### src/dtb_params.svh
`ifndef DTB_PARAMS_SVH
`define DTB_PARAMS_SVH
// Trace status codes
`define DTB_TRACE_CODE_STALL 3'h7
`define DTB_TRACE_CODE_JUMP_PC 3'h6
`define DTB_TRACE_CODE_JUMP_NOPC 3'h5
`define DTB_TRACE_CODE_EXCEPTION 3'h4
`define DTB_TRACE_CODE_SEQUENTIAL 3'h3
`define DTB_TRACE_CODE_STALL_TRACE 3'h2
`define DTB_TRACE_CODE_TRIGGER 3'h1
`define DTB_TRACE_CODE_DEBUG_RUN 3'h0
// Mode bit positions on the shared pins
`define DTB_MODE_ORIGIN 6
`define DTB_MODE_START 5
`define DTB_MODE_ACK 4
`define DTB_MODE_KIND 3
`define DTB_MODE_TRACE_HI 2
`define DTB_MODE_TRACE_LO 0
`define DTB_MODE_WIDTH 7
// Address bit carrying the PCI role strap
`define DTB_ROLE_ADDR_BIT 20
`define DTB_ROLE_SATELLITE 1'h1
`define DTB_ROLE_HOST 1'h0
// Block address field on the data bus
`define DTB_BLOCK_ADDR_HI 31
`define DTB_BLOCK_ADDR_LO 4
// Idle and reset levels of the monitor pins and data bus
`define DTB_MON_IDLE 1'h1
`define DTB_DATA_RESET 32'h0
// Trace sample clock divider and mode bits reset
`define DTB_DIV_RESET 4'h0
`define DTB_MODE_RESET 7'h00
`endif

### src/dtb_pkg.sv
package dtb_pkg;
  typedef enum logic [2:0] {
    DTB_EV_STALL,
    DTB_EV_JUMP_PC,
    DTB_EV_JUMP_NOPC,
    DTB_EV_EXCEPTION,
    DTB_EV_SEQUENTIAL,
    DTB_EV_STALL_TRACE,
    DTB_EV_TRIGGER,
    DTB_EV_DEBUG_RUN
  } dtb_event_t;
  typedef enum logic {
    DTB_PCI_HOST,
    DTB_PCI_SATELLITE
  } dtb_role_t;
endpackage

### src/dtb_sync_if.sv
`timescale 1ns/100ps
interface dtb_sync_if;
  logic tck_rise;
  logic mode_select;
  modport src (output tck_rise, output mode_select);
  modport dst (input tck_rise, input mode_select);
endinterface

### src/dtb_tck_sampler.sv
`timescale 1ns/100ps
`include "dtb_params.svh"
module dtb_tck_sampler (
  // Clock and reset
  input wire logic clk,
  input wire logic sys_rst,
  // Pins from the probe
  input wire logic boundary_test_clock,
  input wire logic trace_port_mode_select,
  // To the trace logic
  dtb_sync_if.src sync
);
  logic [1:0] tck_sync_r, tck_sync_nxt;
  logic [1:0] sel_sync_r, sel_sync_nxt;
  logic tck_last_r, tck_last_nxt;
  logic sel_r, sel_nxt;

  always_comb begin
    tck_sync_nxt = {tck_sync_r[0], boundary_test_clock};
    sel_sync_nxt = {sel_sync_r[0], trace_port_mode_select};
    tck_last_nxt = tck_sync_r[1];
    sel_nxt = sel_r;
    if (tck_sync_r[1] && !tck_last_r) begin
      sel_nxt = sel_sync_r[1];
    end
  end

  always_ff @(posedge clk) begin
    if (sys_rst) begin
      tck_sync_r <= 2'h0;
      sel_sync_r <= 2'h0;
      tck_last_r <= 1'h0;
      sel_r <= 1'h0;
    end else begin
      tck_sync_r <= tck_sync_nxt;
      sel_sync_r <= sel_sync_nxt;
      tck_last_r <= tck_last_nxt;
      sel_r <= sel_nxt;
    end
  end

  assign sync.tck_rise = tck_sync_r[1] && !tck_last_r;
  assign sync.mode_select = sel_r;

  // select follows probe level at edge
  AST_SEL_ON_EDGE: assert property (@(posedge clk) disable iff (sys_rst)
    (tck_sync_r[1] && !tck_last_r) |=> sel_r == $past(sel_sync_r[1]))
    else $error("mode select not taken at test clock edge");
  AST_SEL_HOLD: assert property (@(posedge clk) disable iff (sys_rst)
    !(tck_sync_r[1] && !tck_last_r) |=> $stable(sel_r))
    else $error("mode select changed without test clock edge");
  COV_TCK_EDGE: cover property (@(posedge clk) sync.tck_rise);
endmodule

### src/dtb_debug_trace.sv
`timescale 1ns/100ps
`include "dtb_params.svh"
module dtb_debug_trace #(
  parameter int DIV_WIDTH = 4
) (
  // Clock and reset
  input wire logic clk,
  input wire logic sys_rst,
  // Cold reset and straps
  input wire logic power_on_reset_n,
  input wire logic [31:0] external_address_bus,
  input wire logic [`DTB_MODE_WIDTH-1:0] mode_pins_in,
  input wire logic pci_boot_enable,
  // Probe pins
  input wire logic boundary_test_clock,
  input wire logic trace_port_mode_select,
  // Trace source
  input wire dtb_pkg::dtb_event_t trace_event,
  input wire logic [DIV_WIDTH-1:0] trace_div,
  // Bus transaction source
  input wire logic bus_start,
  input wire logic bus_ack,
  input wire logic bus_from_dma,
  input wire logic bus_is_fetch,
  input wire logic [31:0] bus_block_addr,
  // Trace and monitor pins
  output logic [2:0] pc_trace_status,
  output logic origin_cpu_not_dma_n,
  output logic bus_start_monitor_n,
  output logic bus_ack_monitor_n,
  output logic access_kind_n,
  output logic debug_pins_oe,
  output logic [31:0] external_data_bus,
  output logic trace_sample_clock,
  output logic trace_realtime_mode,
  // Captured configuration
  output logic [`DTB_MODE_WIDTH-1:0] mode_bits,
  output dtb_pkg::dtb_role_t pci_role_select,
  output logic pci_eeprom_load_req
);
  dtb_sync_if sync ();

  dtb_tck_sampler u_sampler (
    .clk(clk),
    .sys_rst(sys_rst),
    .boundary_test_clock(boundary_test_clock),
    .trace_port_mode_select(trace_port_mode_select),
    .sync(sync)
  );

  function automatic logic [2:0] trace_code(dtb_pkg::dtb_event_t ev);
    case (ev)
      dtb_pkg::DTB_EV_STALL: trace_code = `DTB_TRACE_CODE_STALL;
      dtb_pkg::DTB_EV_JUMP_PC: trace_code = `DTB_TRACE_CODE_JUMP_PC;
      dtb_pkg::DTB_EV_JUMP_NOPC: trace_code = `DTB_TRACE_CODE_JUMP_NOPC;
      dtb_pkg::DTB_EV_EXCEPTION: trace_code = `DTB_TRACE_CODE_EXCEPTION;
      dtb_pkg::DTB_EV_SEQUENTIAL: trace_code = `DTB_TRACE_CODE_SEQUENTIAL;
      dtb_pkg::DTB_EV_STALL_TRACE:
        trace_code = `DTB_TRACE_CODE_STALL_TRACE;
      dtb_pkg::DTB_EV_TRIGGER: trace_code = `DTB_TRACE_CODE_TRIGGER;
      default: trace_code = `DTB_TRACE_CODE_DEBUG_RUN;
    endcase
  endfunction

  // Strap synchronisers
  logic [1:0] por_sync_r, por_sync_nxt;
  logic [`DTB_MODE_WIDTH-1:0] mode_s1_r, mode_s2_r;
  logic [1:0] role_sync_r;
  logic in_reset;

  assign por_sync_nxt = {por_sync_r[0], power_on_reset_n};
  assign in_reset = !por_sync_r[1];

  // Captured state
  logic [`DTB_MODE_WIDTH-1:0] mode_r, mode_nxt;
  logic role_r, role_nxt;
  logic eeprom_r, eeprom_nxt;
  logic [2:0] pcst_r, pcst_nxt;
  logic origin_r, origin_nxt;
  logic start_r, start_nxt;
  logic ack_r, ack_nxt;
  logic kind_r, kind_nxt;
  logic oe_r, oe_nxt;
  logic [31:0] data_r, data_nxt;
  logic [DIV_WIDTH-1:0] div_cnt_r, div_cnt_nxt;
  logic tsc_r, tsc_nxt;

  always_comb begin
    mode_nxt = mode_r;
    role_nxt = role_r;
    eeprom_nxt = 1'h0;
    if (in_reset) begin
      mode_nxt = mode_s2_r;
      role_nxt = role_sync_r[1];
      eeprom_nxt = (role_sync_r[1] == `DTB_ROLE_SATELLITE) &&
                   pci_boot_enable;
    end else begin
      eeprom_nxt = eeprom_r;
    end
  end

  always_comb begin
    pcst_nxt = pcst_r;
    origin_nxt = `DTB_MON_IDLE;
    start_nxt = `DTB_MON_IDLE;
    ack_nxt = `DTB_MON_IDLE;
    kind_nxt = `DTB_MON_IDLE;
    data_nxt = data_r;
    oe_nxt = !in_reset;
    pcst_nxt = trace_code(trace_event);
    if (bus_start) begin
      start_nxt = 1'h0;
      data_nxt = `DTB_DATA_RESET;
      data_nxt[`DTB_BLOCK_ADDR_HI:`DTB_BLOCK_ADDR_LO] =
        bus_block_addr[`DTB_BLOCK_ADDR_HI:`DTB_BLOCK_ADDR_LO];
    end
    ack_nxt = !bus_ack;
    if (bus_start || bus_ack) begin
      origin_nxt = !bus_from_dma;
      kind_nxt = bus_is_fetch && !bus_from_dma;
    end
    if (in_reset) begin
      pcst_nxt = `DTB_TRACE_CODE_DEBUG_RUN;
      origin_nxt = `DTB_MON_IDLE;
      start_nxt = `DTB_MON_IDLE;
      ack_nxt = `DTB_MON_IDLE;
      kind_nxt = `DTB_MON_IDLE;
    end
  end

  always_comb begin
    div_cnt_nxt = div_cnt_r;
    tsc_nxt = tsc_r;
    if (!sync.mode_select || in_reset) begin
      div_cnt_nxt = DIV_WIDTH'(`DTB_DIV_RESET);
      tsc_nxt = 1'h0;
    end else if (div_cnt_r >= trace_div) begin
      div_cnt_nxt = DIV_WIDTH'(`DTB_DIV_RESET);
      tsc_nxt = !tsc_r;
    end else begin
      div_cnt_nxt = div_cnt_r + 1'b1;
    end
  end

  always_ff @(posedge clk) begin
    if (sys_rst) begin
      por_sync_r <= 2'h0;
      mode_s1_r <= `DTB_MODE_RESET;
      mode_s2_r <= `DTB_MODE_RESET;
      role_sync_r <= 2'h0;
      mode_r <= `DTB_MODE_RESET;
      role_r <= `DTB_ROLE_HOST;
      eeprom_r <= 1'h0;
      pcst_r <= `DTB_TRACE_CODE_DEBUG_RUN;
      origin_r <= `DTB_MON_IDLE;
      start_r <= `DTB_MON_IDLE;
      ack_r <= `DTB_MON_IDLE;
      kind_r <= `DTB_MON_IDLE;
      oe_r <= 1'h0;
      data_r <= `DTB_DATA_RESET;
      div_cnt_r <= DIV_WIDTH'(`DTB_DIV_RESET);
      tsc_r <= 1'h0;
    end else begin
      por_sync_r <= por_sync_nxt;
      mode_s1_r <= mode_pins_in;
      mode_s2_r <= mode_s1_r;
      role_sync_r <= {role_sync_r[0],
                      external_address_bus[`DTB_ROLE_ADDR_BIT]};
      mode_r <= mode_nxt;
      role_r <= role_nxt;
      eeprom_r <= eeprom_nxt;
      pcst_r <= pcst_nxt;
      origin_r <= origin_nxt;
      start_r <= start_nxt;
      ack_r <= ack_nxt;
      kind_r <= kind_nxt;
      oe_r <= oe_nxt;
      data_r <= data_nxt;
      div_cnt_r <= div_cnt_nxt;
      tsc_r <= tsc_nxt;
    end
  end

  assign pc_trace_status = pcst_r;
  assign origin_cpu_not_dma_n = origin_r;
  assign bus_start_monitor_n = start_r;
  assign bus_ack_monitor_n = ack_r;
  assign access_kind_n = kind_r;
  assign debug_pins_oe = oe_r;
  assign external_data_bus = data_r;
  assign trace_sample_clock = tsc_r;
  assign trace_realtime_mode = sync.mode_select;
  assign mode_bits = mode_r;
  assign pci_role_select = dtb_pkg::dtb_role_t'(role_r);
  assign pci_eeprom_load_req = eeprom_r;

  AST_STALL_CODE: assert property (@(posedge clk) disable iff (sys_rst)
    (!in_reset && trace_event == dtb_pkg::DTB_EV_STALL)
    |=> pc_trace_status == `DTB_TRACE_CODE_STALL)
    else $error("stall code wrong");
  AST_SEQ_CODE: assert property (@(posedge clk) disable iff (sys_rst)
    (!in_reset && trace_event == dtb_pkg::DTB_EV_SEQUENTIAL)
    |=> pc_trace_status == `DTB_TRACE_CODE_SEQUENTIAL)
    else $error("sequential code wrong");
  AST_ORIGIN_DMA: assert property (@(posedge clk) disable iff (sys_rst)
    (!in_reset && bus_ack && bus_from_dma) |=> !origin_cpu_not_dma_n)
    else $error("origin not low for dma");
  AST_START: assert property (@(posedge clk) disable iff (sys_rst)
    (!in_reset && bus_start) |=> !bus_start_monitor_n &&
    external_data_bus[`DTB_BLOCK_ADDR_HI:`DTB_BLOCK_ADDR_LO] ==
    $past(bus_block_addr[`DTB_BLOCK_ADDR_HI:`DTB_BLOCK_ADDR_LO]))
    else $error("start marker or address wrong");
  AST_ACK: assert property (@(posedge clk) disable iff (sys_rst)
    !in_reset |=> bus_ack_monitor_n == !$past(bus_ack))
    else $error("ack marker wrong");
  AST_KIND: assert property (@(posedge clk) disable iff (sys_rst)
    (!in_reset && bus_start && bus_is_fetch && !bus_from_dma)
    |=> access_kind_n)
    else $error("fetch kind wrong");
  AST_ROLE: assert property (@(posedge clk) disable iff (sys_rst)
    in_reset |=> role_r == $past(role_sync_r[1]))
    else $error("role not captured");
  AST_HOLD: assert property (@(posedge clk) disable iff (sys_rst)
    (!in_reset && !$past(in_reset)) |=> $stable(mode_r) && $stable(role_r))
    else $error("straps changed outside reset");
  COV_START: cover property (@(posedge clk) !bus_start_monitor_n);
  COV_SAT: cover property (@(posedge clk) pci_eeprom_load_req);
  COV_TSC: cover property (@(posedge clk) $rose(trace_sample_clock));
endmodule

### config.mk
export PLATFORM = sky130hd
export DESIGN_NAME = dtb_debug_trace
export DESIGN_NICKNAME = d
export VERILOG_FILES = /design/src/dtb_pkg.sv /design/src/dtb_sync_if.sv /design/src/dtb_tck_sampler.sv /design/src/dtb_debug_trace.sv
export VERILOG_INCLUDE_DIRS = /design/src
export SDC_FILE = /design/constraint.sdc
export NUM_CORES = 1
export LEC_CHECK = 0
export BUFFER_PORTS_ARGS = -buffer_cell sky130_fd_sc_hd__buf_2
export CORE_ASPECT_RATIO = 1.4
export CORE_MARGIN = 10
export CORE_UTILIZATION = 40
export DETAILED_ROUTE_END_ITERATION = 10
export PLACE_DENSITY = 0.77
export SETUP_SLACK_MARGIN = 0.15
export SYNTH_ARGS = -nofsm -noshare
export SYNTH_HDL_FRONTEND = slang
export SYNTH_HIERARCHICAL = 1
export SYNTH_SLANG_ARGS = --single-unit
### constraint.sdc
create_clock -name clk -period 2.3 [get_ports clk]
set_input_delay 0 -clock clk [delete_from_list [all_inputs] [get_ports clk]]
set_output_delay 0 -clock clk [all_outputs]
set_load 0.01 [all_outputs]
### After elaboration in Yosys (flattened, before gate mapping)

Cells that the tools add are included.

| storage, ports and cells | value |
|---|---|
| register bits after elaboration | 74 |
| word-level logic and storage cells | 48 |
| output and inout port bits | 51 |

| cells by class | value |
|---|---|
| magnitude comparators | 1 |
| reductions and logical operators | 16 |
| bitwise operators | 2 |
| add/subtract/negate cells | 1 |
| muxes and demuxes | 2 |
| eq/ne operators | 6 |

Operators with widths:

| cell | number |
|---|---|
| $pmux W3 S7 | 1 |
| $eq A3 B3 Y1 const B | 3 |
| $eq A3 B2 Y1 const B | 2 |
| $logic_not A1 Y1 | 6 |
| $reduce_or A3 Y1 | 2 |
| $add A4 B1 Y4 const B | 1 |
| $ge A4 B4 Y1 | 1 |
| $reduce_or A2 Y1 | 2 |
| $eq A3 B1 Y1 const B | 1 |
| $logic_and A1 B1 Y1 | 3 |
| $logic_not A3 Y1 | 1 |
| $logic_or A1 B1 Y1 | 2 |
| $not A1 Y1 | 2 |
| $mux W1 | 1 |

### Longest topological paths before layout

Gate-level depths: netlist (run 1).

| logic depth | value |
|---|---|
| depth after elaboration | 3 |
| mapped depth | 6 |
| mapped depth without buffers | 6 |

### Modules after synthesis

Netlist (run 1), hierarchy kept.

Modules (own cells, without submodules):

| module | instances | area an instance (sq um) | cells an instance |
|---|---|---|---|
| dtb_debug_trace | 1 | 2314.7 | 215 |
| dtb_tck_sampler | 1 | 200.2 | 15 |

### Least setup slack after synthesis (run 1)

No wires, ideal clock.

| timing | value |
|---|---|
| path type | register -> register |
| start | register div_cnt_r[0] |
| end | register tsc_r (netlist: trace_sample_clock) |
| setup time | 119 ps |
| cell stages (with the launch flop) | 7 |
| arrival | 1365 ps |
| data required time | 2181 ps |
| slack | 816 ps |
| path buffers | 0 |
| cells stage by stage | dfxtp_1 -> inv_1 -> ha_1 -> nand2b_4 -> a2111oi_4 -> or3_1 -> a21oi_1 |

| on the way | value |
|---|---|
| longest elaborated chain between the ends | 1 |

RTL lines:

| item | RTL line | source |
|---|---|---|
| from (decl) | dtb_debug_trace.sv:85 | `logic [DIV_WIDTH-1:0] div_cnt_r, div_cnt_nxt;` |
| from (signal assigned) | dtb_debug_trace.sv:161 | `` div_cnt_r <= DIV_WIDTH'(`DTB_DIV_RESET); `` |
| from (signal assigned) | dtb_debug_trace.sv:179 | `div_cnt_r <= div_cnt_nxt;` |
| $ge A4 B4 Y1 | dtb_debug_trace.sv:137 | `end else if (div_cnt_r >= trace_div) begin` |
| to (signal assigned) | dtb_debug_trace.sv:180 | `tsc_r <= tsc_nxt;` |
| to (decl) | dtb_debug_trace.sv:86 | `logic tsc_r, tsc_nxt;` |

No other way between the ends.
A chain may end at the register's enable or synchronous reset.

### Worst setup path after layout (run 1)

| timing | value |
|---|---|
| start | register div_cnt_r[0] |
| end | register div_cnt_r[2] |

| on the way | value |
|---|---|
| longest elaborated chain between the ends | 2 |

RTL lines:

| item | RTL line |
|---|---|
| $ge A4 B4 Y1 | dtb_debug_trace.sv:137 |
| $reduce_or A3 Y1 (no source line) | -- |

Parallel ways exist; a longest one is shown, timed or not.

==> run_results.csv, run 1 <==
group,metric,value,unit
outcome,outcome,"completed",
die,die_w,87.0,um
final_layout,final_nets,469,
pwr,cellPowerDensity,664,mW/mm^2
routing,wl_met2,3.20,mm
timing,hold_violations,0,
synth,ys_top_cells_by_count,"dfxtp_1 (74), nor2_1 (47), mux2i_1 (35)",
final_layout,drive_gt1_share,32.4,%
synth,ys_ff_latch,74,
min_path,hp-start,"sys_rst",
clock_tree,clock_latency,0.33,ns
timing,worst_pin_slew,0.874,ns
grt,grt_pass1_vias,2163,
critical_path,rr_startpoint,"div_cnt_r[0]",
critical_path,cp.required,2.56,ns
clock_tree,numClockSinks,74,
synth,synthFlopType,"dfxtp_1",
clock_tree,cts_made_buffers,9,
timing,fin_skew,0.00811,ns
grt,overflow,0,
critical_path,regToRegSetupSlack,0.69,ns
timing,layout_setup_ws,0.685,ns
timing,tns,0,ns
synth,ys_warn_count,6,
die,fp-row-count,34,
synth,synth.top_cell.area_share,58.9,%
routing,wl_met3,611,um
final_layout,area_growth_syn_to_layout,45.8,%
routing,dr.pass1.iters,7,
pwr,ir_worst_vdd,0.000437,V
placed_design,dp_cells,391,
clock_tree,cts_tree,"yes",
final_layout,final_cells,454,
synth,syn_avg_cell_area,10.9,um^2
pwr,leakagePower,1.79,nW
routing,wl_per_cell,13.9,um
synth,yosysMostFrequentCell,"dfxtp_1",
timing,period_minus_slack,1.61,ns
synth,yosysTopAreaCell,"dfxtp_1",
grt,antenna_found_initial,2,
final_layout,regArea,0.00148,mm^2
routing,wl_met1,2.24,mm
critical_path,path_cells,"inv_1 > ha_1 > nand2b_4 > a2111oi_4 > o21bai_2 > nor2_1",
critical_path,path_delay_family,"compound AO/OA/AOI/OAI gates",
synth,async_reset_ff_share,0,%
job,drv_cap,0,
placed_design,numPortBuffers,99,
routing,vias,2001,
placed_design,dpl.hpwl,4.11,mm
timing,worst_hold_slack,0.0574,ns
clock_tree,cts_buffer_depth,2,
critical_path,cp-start-kind,"register",
min_path,min_path_type,"primary input to register",
critical_path,cp_slowest_stage_delay,0.40,ns
timing,rsz0062_at_grt,"false",
grt,grt_max_degree,63,
synth,synth_cell_types,28,
routing,drcViolationCount,0,
critical_path,arrival,1.87,ns
placed_design,pre_cts_ws,0.663,ns
clock_tree,root_buffer,"clkbuf_8",
final_layout,multi_input_area,941,um^2
clock_tree,htreeDepth,3,
synth,synth_cells,230,
timing,slew_violations,0,
die,core,0.00617,mm^2
critical_path,critPathLaunch,"div_cnt_r[0]",
grt,grt_usage,13.1,%
die,start_util,40.8,%
die,fp.dieArea,0.00990,mm^2
grt,grt_pass1_wl,10.3,mm
critical_path,path_buf_inv,1,
routing,drt_iter0_drc,82,
timing,max_freq,619,MHz
critical_path,path_class,"register to register",
routing,ant_nets,0,
critical_path,path_max_fanout,4,
routing,top_layer,"met4",
timing,timing.slew.headroom,41.7,%
final_layout,fillers,504,
clock_tree,clk_pin_slew,0.07,ns
placed_design,gp_congestion,0.699,
routing,vias_per_cell,4.41,
clock_tree,cts_resized,0,
critical_path,cp-end-kind,"register",
synth,syn-cell-area,0.00251,mm^2
critical_path,slowest_stage,"a2111oi_4",
die,io_pins,139,
routing,drt-total-wl,6.30,mm
timing,fin_crit_sh,70.2,%
synth,synth_edf_count,0,
die,die_h,114,um
synth,netlist_top_cells_area,"dfxtp_1 (59%), mux2i_1 (14%), nor2_1 (7.0%)",
synth,ys_seq_area_share,58.9,%
timing,setup_viol,0,
sequential cells by signal, indices dropped and copies added (netlist names), 2 cells and up:
signal	cells
external_data_bus	28
pc_trace_status	3
mode_s2_r	7
u_sampler/sel_sync_r	2
mode_s1_r	7
por_sync_r	2
u_sampler/tck_sync_r	2
mode_bits	7
div_cnt_r	4
role_sync_r	2
timing repair:
| item | 4_1_cts | 5_1_grt |
|---|---|---|
| setup buffers | 0 | 0 |
| hold endpoints to repair | 46 | 0 |
| hold buffers | 46 | 0 |
| setup endpoints to repair | 0 | 0 |
cells by family (layout without fill, tap and decap cells):
kind of cell             count (synthesis)  after routing  synth area share, %
AO/OA/AOI/OAI                            9              9                 3.13
XOR/XNOR                                 2              2                0.697
adder cells (fa/ha/maj)                  5              5                 2.49
buffers and inverters                   22            169                 4.13
flip-flops                              74             74                 58.9
multiplexers                            35             35                 13.9
other                                    1              6                0.149
AND/OR/NAND/NOR                         82             82                 16.6
metrics by stage:
stage / util [%] / area [um^2] / total power, mW
after global placement: 49.4 / 3050 / 1.60
after global routing: 59.4 / 3670 / 2.57
after floorplan: - / 2530 / 1.51
final: 59.4 / 3670 / 2.43
after detailed placement: 49.4 / 3050 / 1.61
after CTS: 59.4 / 3660 / 2.47
final timing paths:
path / to / cells past startpoint
setup / recovery: div_cnt_r[2] / 6
hold / removal: pc_trace_status[1] / 3
setup reg to reg: div_cnt_r[2] / 6
hold reg to reg: mode_s2_r[0] / 1
layout make-up:
cell class | count | area share, %
clock buffers | 11 | 3.58
clock inverters | 4 | 0.546
inverters | 7 | 0.717
flip-flops and latches | 74 | 40.4
multi-input cells | 137 | 25.7
well taps | 72 | 2.46
diodes | 2 | 0.137
repair buffers | 147 | 26.5
cell usage in the layout, fill, tap and decap left out, types with 2 or more instances in the layout:
| cell | synthesis | layout |
|---|---|---|
| diode_2 | 0 | 2 |
| a21oi_1 | 2 | 2 |
| buf_4 | 4 | 2 |
| dlygate4sd3_1 | 0 | 46 |
| nor2_1 | 47 | 47 |
| and2b_2 | 5 | 5 |
| dfxtp_1 | 74 | 74 |
| clkinv_2 | 0 | 4 |
| mux2i_1 | 35 | 35 |
| ha_1 | 5 | 5 |
| conb_1 | 1 | 4 |
| nand2b_1 | 2 | 2 |
| clkbuf_1 | 4 | 2 |
| clkbuf_8 | 0 | 9 |
| o21ai_1 | 2 | 2 |
| buf_2 | 5 | 99 |
| nand2_1 | 4 | 4 |
| inv_1 | 7 | 7 |
| nor2b_1 | 19 | 19 |
metal layers:
layer / vias to the layer above / track usage [%]
li1: 1022 / -
met1: 876 / 12.9
met2: 82 / 21.5
met3: 21 / 5.14
met4: 0 / 9.86
met5: - / 0
where the power goes:
part           internal (mW)  switching (mW)
sequential              1.34          0.0211
combinational          0.162           0.125
clock                  0.378           0.412
worst reg2reg max path, stage by stage, from the launching register on:
cell and delay [ns]:
dfxtp_1 0.38, inv_1 0.07, ha_1 0.27, nand2b_4 0.15
a2111oi_4 0.40, o21bai_2 0.15, nor2_1 0.14
Power figures use the tool's default switching activity.
==> inputs of run 2 (changes only) <==
clock period = 1.6 ns   (was 2.3 ns; I/O delays follow)
==> run 2 against run 1 <==
Against the previous run:
- worst setup slack lost 0.50 ns
- sequential share of layout area is 1.5 points lower
- sequential power is 43% higher
- sequential cell count did not move
- global-route usage shrank 0.55 points
- utilization rose by 2.4 points
- combinational power is 46% higher
- largest cell class unchanged
- wire length grew 0.16%
- via count decreased by 0.15%
- register-to-register slack lost 0.49 ns
- critical endpoint is now origin_cpu_not_dma_n
- cell area increased by 4.0%
==> run_results.csv, run 2 (synthesis results as in run 1) <==
group,metric,value,unit
outcome,outcome,"completed",
job,drv_cap,0,
final_layout,postLayoutCoreUtil,61.8,%
final_layout,drive_gt1_share,34.0,%
final_layout,largest_reg_flops,28,
critical_path,path_max_fanout,12,
final_layout,mostFrequentLayoutCells,"buf_2 (98), dfxtp_1 (73), dlygate4sd3_1 (48)",
routing,dr.pass1.iters,4,
timing,worst_pin_slew,0.583,ns
routing,drt-total-wl,6.31,mm
routing,ant_nets,0,
pwr,cellPowerDensity,1050,mW/mm^2
final_layout,area_growth_syn_to_layout,51.5,%
clock_tree,cts_made_buffers,9,
pwr,seq_power_share,48.7,%
final_layout,final_nets,473,
timing,period_minus_slack,1.41,ns
die,io_pins,139,
die,die_w,87.0,um
routing,wl_met3,541,um
critical_path,cp-start-kind,"primary input",
pwr,p_int,3.16,mW
critical_path,cp.required,1.82,ns
clock_tree,clock_latency,0.33,ns
clock_tree,htreeDepth,3,
placed_design,numPortBuffers,99,
grt,grt_usage,12.5,%
pwr,combPwrFrac,10.5,%
pwr,p_sw_share,21.0,%
grt,grt_max_degree,63,
final_layout,final_cells,457,
critical_path,path_class,"primary input to register",
routing,vias,1998,
grt,grt_pass1_vias,2067,
clock_tree,cts_tree,"yes",
die,core,0.00617,mm^2
die,start_util,40.8,%
routing,wl_per_cell,13.8,um
placed_design,dpl.hpwl,4.06,mm
routing,top_layer,"met4",
grt,overflow,0,
routing,wl_met2,3.21,mm
critical_path,cp-end-kind,"register",
clock_tree,root_buffer,"clkbuf_8",
grt,grt_pass1_wl,9.92,mm
placed_design,pre_cts_ws,0.0984,ns
timing,max_freq,709,MHz
pwr,leakagePower,1.85,nW
timing,layout_setup_ws,0.189,ns
timing,fin_crit_sh,88.2,%
placed_design,gp_congestion,0.698,
die,fp-row-count,34,
die,die_h,114,um
placed_design,dpl_cell_area,0.00307,mm^2
timing,tns,0,ns
die,fp.dieArea,0.00990,mm^2
routing,vias_per_cell,4.37,
final_layout,num_antenna_cells,0,
min_path,min_path_type,"primary input to register",
placed_design,dp_cells,392,
timing,slew_violations,0,
clock_tree,clk_pin_slew,0.07,ns
final_layout,layout_commonest_cell,"buf_2",
clock_tree,cts_buffer_depth,2,
routing,drt_iter0_drc,78,
routing,wl_met1,2.40,mm
pwr,design_power_total,4.00,mW
final_layout,design_area,0.00381,mm^2
critical_path,arrival,1.63,ns
timing,setup_viol,0,
timing,timing.slew.headroom,61.2,%
pwr,ir_worst_vdd,0.000672,V
routing,drcViolationCount,0,
timing,hold_violations,0,
timing,worst_hold_slack,0.0617,ns
grt,antenna_found_initial,0,
clock_tree,numClockSinks,74,
timing,fin_skew,0.00542,ns
timing,rsz0062_at_grt,"true",
pwr,pwr-share-clk,40.8,%
pwr,p_switching,0.841,mW
## run 2: changes by cell type in the layout (fill, tap and decap cells not counted), sizes merged
cell,previous run,this run
diode,2,0
clkinv,4,1
clkbuf,11,13
buf,101,102
clkinvlp,0,1
dlygate4sd3,46,48
bufinv,0,2
## run 2: critical path: stages
cell and delay, ns:
dlygate4sd3_1 0.54, clkbuf_4 0.27, nor2_1 0.07, nor2_1 0.12, nand2_1 0.07, dlygate4sd3_1 0.55
## run 2: cell type report
type	count	area (um^2)
fill	488	2360
sequential	74	1480
timing repair buffer	151	1020
multi-input combinational	137	953
clock buffer	12	165
tap	72	90.1
clock inverter	4	72.6
inverter	7	26.3
## run 2: routing by layer
| layer | GRT usage [%] | vias to the layer above |
|---|---|---|
| met1 | 13.0 | 882 |
| met2 | 20.8 | 72 |
| met4 | 6.39 | 0 |
| met3 | 5.42 | 15 |
| li1 | - | 1029 |
| met5 | 0 | - |
## run 2: final timing paths
kind                 from                    to  slack, ns  cells after the start
max             bus_start  origin_cpu_not_dma_n       0.19                      6
min               sys_rst    pc_trace_status[2]       0.06                      3
max reg2reg  div_cnt_r[0]    trace_sample_clock       0.20                      6
min reg2reg  mode_s1_r[5]          mode_s2_r[5]       0.44                      1
## run 2: power by group through the flow
stage	Combinational, mW	Clock, mW	Sequential (mW)
CTS	0.417	1.70	1.95
finish	0.419	1.64	1.95
global route	0.463	1.78	1.96
global placement	0.317	0	1.99
floorplan	0.161	0	2.01
detailed placement	0.326	0	1.99
## run 2: timing repair
item / CTS / global route
buffers inserted: 1 / 0
pin swaps: 6 / 1
hold endpoints to repair: 47 / 0
setup endpoints to repair: 5 / 6
hold buffers: 48 / 0
resized for setup: 3 / 1
==> inputs of run 3 (changes only) <==
CORE_ASPECT_RATIO = 0.5   (was 1.4)
CORE_UTILIZATION = 44   (was 40)
PLACE_DENSITY = 0.83   (was 0.77)
==> run 3 against run 2 <==
Against the previous run:
- critical path depth unchanged
- fmax decreased by 4.4%
- first-iteration DRC count increased by 15%
- clock skew increased by 0.0023 ns
- global-route usage increased by 2.1 points
==> run_results.csv, run 3 (synthesis results as in run 1) <==
group,metric,value,unit
grt,grt_max_degree,63,
final_layout,postLayoutCoreUtil,69.9,%
routing,drt-total-wl,6.80,mm
min_path,min_path_type,"primary input to register",
critical_path,arrival,1.69,ns
timing,layout_setup_ws,0.123,ns
clock_tree,root_buffer,"clkbuf_16",
critical_path,path_delay_family,"compound AO/OA/AOI/OAI gates",
final_layout,drive_gt1_share,33.5,%
timing,rsz0062_at_grt,"true",
critical_path,timing.rr.end,"trace_sample_clock",
final_layout,fillers,378,
die,die_w,127,um
final_layout,mostFrequentLayoutCells,"buf_2 (99), dfxtp_1 (73), nor2_1 (47)",
die,core,0.00552,mm^2
grt,overflow,0,
pwr,ir_worst_vdd,0.000710,V
timing,worst_pin_slew,0.590,ns
routing,drcViolationCount,0,
clock_tree,numClockSinks,74,
die,start_util,45.6,%
timing,worst_hold_slack,0.0316,ns
die,fp-row-count,19,
clock_tree,cts_buffer_depth,2,
critical_path,rr_startpoint,"div_cnt_r[0]",
min_path,hold_path_end,"bus_start_monitor_n",
placed_design,dpl.hpwl,4.36,mm
pwr,cellPowerDensity,1140,mW/mm^2
critical_path,slowest_stage,"a2111oi_4",
critical_path,path_class,"register to register",
placed_design,gp_congestion,0.704,
final_layout,layout_commonest_cell,"buf_2",
timing,fin_crit_sh,92.3,%
placed_design,numPortBuffers,99,
clock_tree,clk_pin_slew,0.05,ns
pwr,leakagePower,1.87,nW
grt,grt_usage,14.7,%
routing,drt_iter0_drc,90,
die,fp.dieArea,0.00932,mm^2
timing,fin_skew,0.00774,ns
clock_tree,cts_tree,"yes",
final_layout,num_antenna_cells,0,
timing,hold_violations,0,
clock_tree,htreeDepth,3,
critical_path,cp-start-kind,"register",
clock_tree,cts_made_buffers,9,
grt,antenna_found_initial,0,
routing,vias,2007,
timing,max_freq,677,MHz
timing,slew_violations,0,
min_path,hp-start,"bus_start",
timing,tns,0,ns
critical_path,path_cells,"inv_2 > ha_4 > nand2b_4 > a2111oi_4 > or3_1 > a21oi_2",
min_path,hold_path_depth,2,
timing,setup_viol,0,
timing,period_minus_slack,1.48,ns
clock_tree,clock_latency,0.32,ns
routing,ant_nets,0,
final_layout,largest_reg_flops,28,
critical_path,rr_worst_depth,6,
critical_path,cp_slowest_stage_delay,0.38,ns
critical_path,regToRegSetupSlack,0.12,ns
routing,dr.pass1.iters,4,
timing,timing.slew.headroom,60.7,%
critical_path,path_max_fanout,3,
job,drv_cap,0,
grt,grt_pass1_wl,11.0,mm
outcome,outcome,"completed",
grt,grt_pass1_vias,2206,
final_layout,final_nets,471,
placed_design,pre_cts_ws,0.0169,ns
routing,wl_per_cell,14.9,um
die,io_pins,139,
routing,vias_per_cell,4.41,
pwr,design_power_total,4.41,mW
critical_path,cp-end-kind,"register",
critical_path,path_buf_inv,1,
final_layout,area_growth_syn_to_layout,53.4,%
critical_path,cp.required,1.81,ns
die,die_h,73.5,um
run 3: cell count changes in the layout (fill, tap and decap cells not counted), sizes merged:
cell	change
buf	+1
dlygate4sd3	-2
clkbuf	-1
clkinvlp	-1
run 3: per-stage QoR:
step	cell area (um^2)	std cells
2_1_floorplan	2530	233
3_3_place_gp	3070	393
3_5_place_dp	3070	393
4_1_cts	3860	455
5_1_grt	3860	455
6_report	3860	455
run 3: layout make-up:
cell class                 count  area, um^2  share of cell area (%)
clock inverter                 3        65.1                    1.69
timing repair buffer         149         998                    25.9
multi-input combinational    137         957                    24.8
sequential                    74        1480                    38.4
tap                           73        91.3                    2.37
inverter                       7        26.3                   0.681
clock buffer                  12         236                    6.13
run 3: worst max-delay path by stage:
stage | to | startpoint | slack (ns) | depth (start not counted)
floorplan | trace_sample_clock | div_cnt_r[0] | 0.16 | 6
global placement | trace_sample_clock | div_cnt_r[0] | 0.11 | 6
detailed placement | trace_sample_clock | div_cnt_r[0] | 0.02 | 6
CTS | trace_sample_clock | div_cnt_r[0] | 0.08 | 6
global route | trace_sample_clock | div_cnt_r[0] | 0.08 | 6
finish | trace_sample_clock | div_cnt_r[0] | 0.12 | 6
run 3: worst reg2reg max path, delay by kind of cell, from the launching register on:
kind                     cells  cell delay [ns]
flip-flops                   1             0.34
adder cells (fa/ha/maj)      1             0.22
AO/OA/AOI/OAI                2             0.43
AND/OR/NAND/NOR              2             0.32
buffers and inverters        1             0.05
run 3: power by group:
| part | internal (mW) | switching (mW) |
|---|---|---|
| clock | 1.35 | 0.678 |
| sequential | 1.92 | 0.0325 |
| combinational | 0.238 | 0.184 |
run 3: what timing repair did:
item                                    in CTS  in global routing
hold buffers                                46                  0
setup buffers                                1                  0
pin swaps                                    7                  1
hold endpoints to repair                    46                  0
gates resized for setup                      4                  0
endpoints found under the setup margin       5                  5
run 3: per-layer routing:
layer  track usage, %  vias up  share of wire, %
li1                 -     1028                 -
met4             4.52        0              0.87
met5                0        -                 0
met1             13.5      923                37
met2             29.7       51                56
met3             5.67        5               5.9
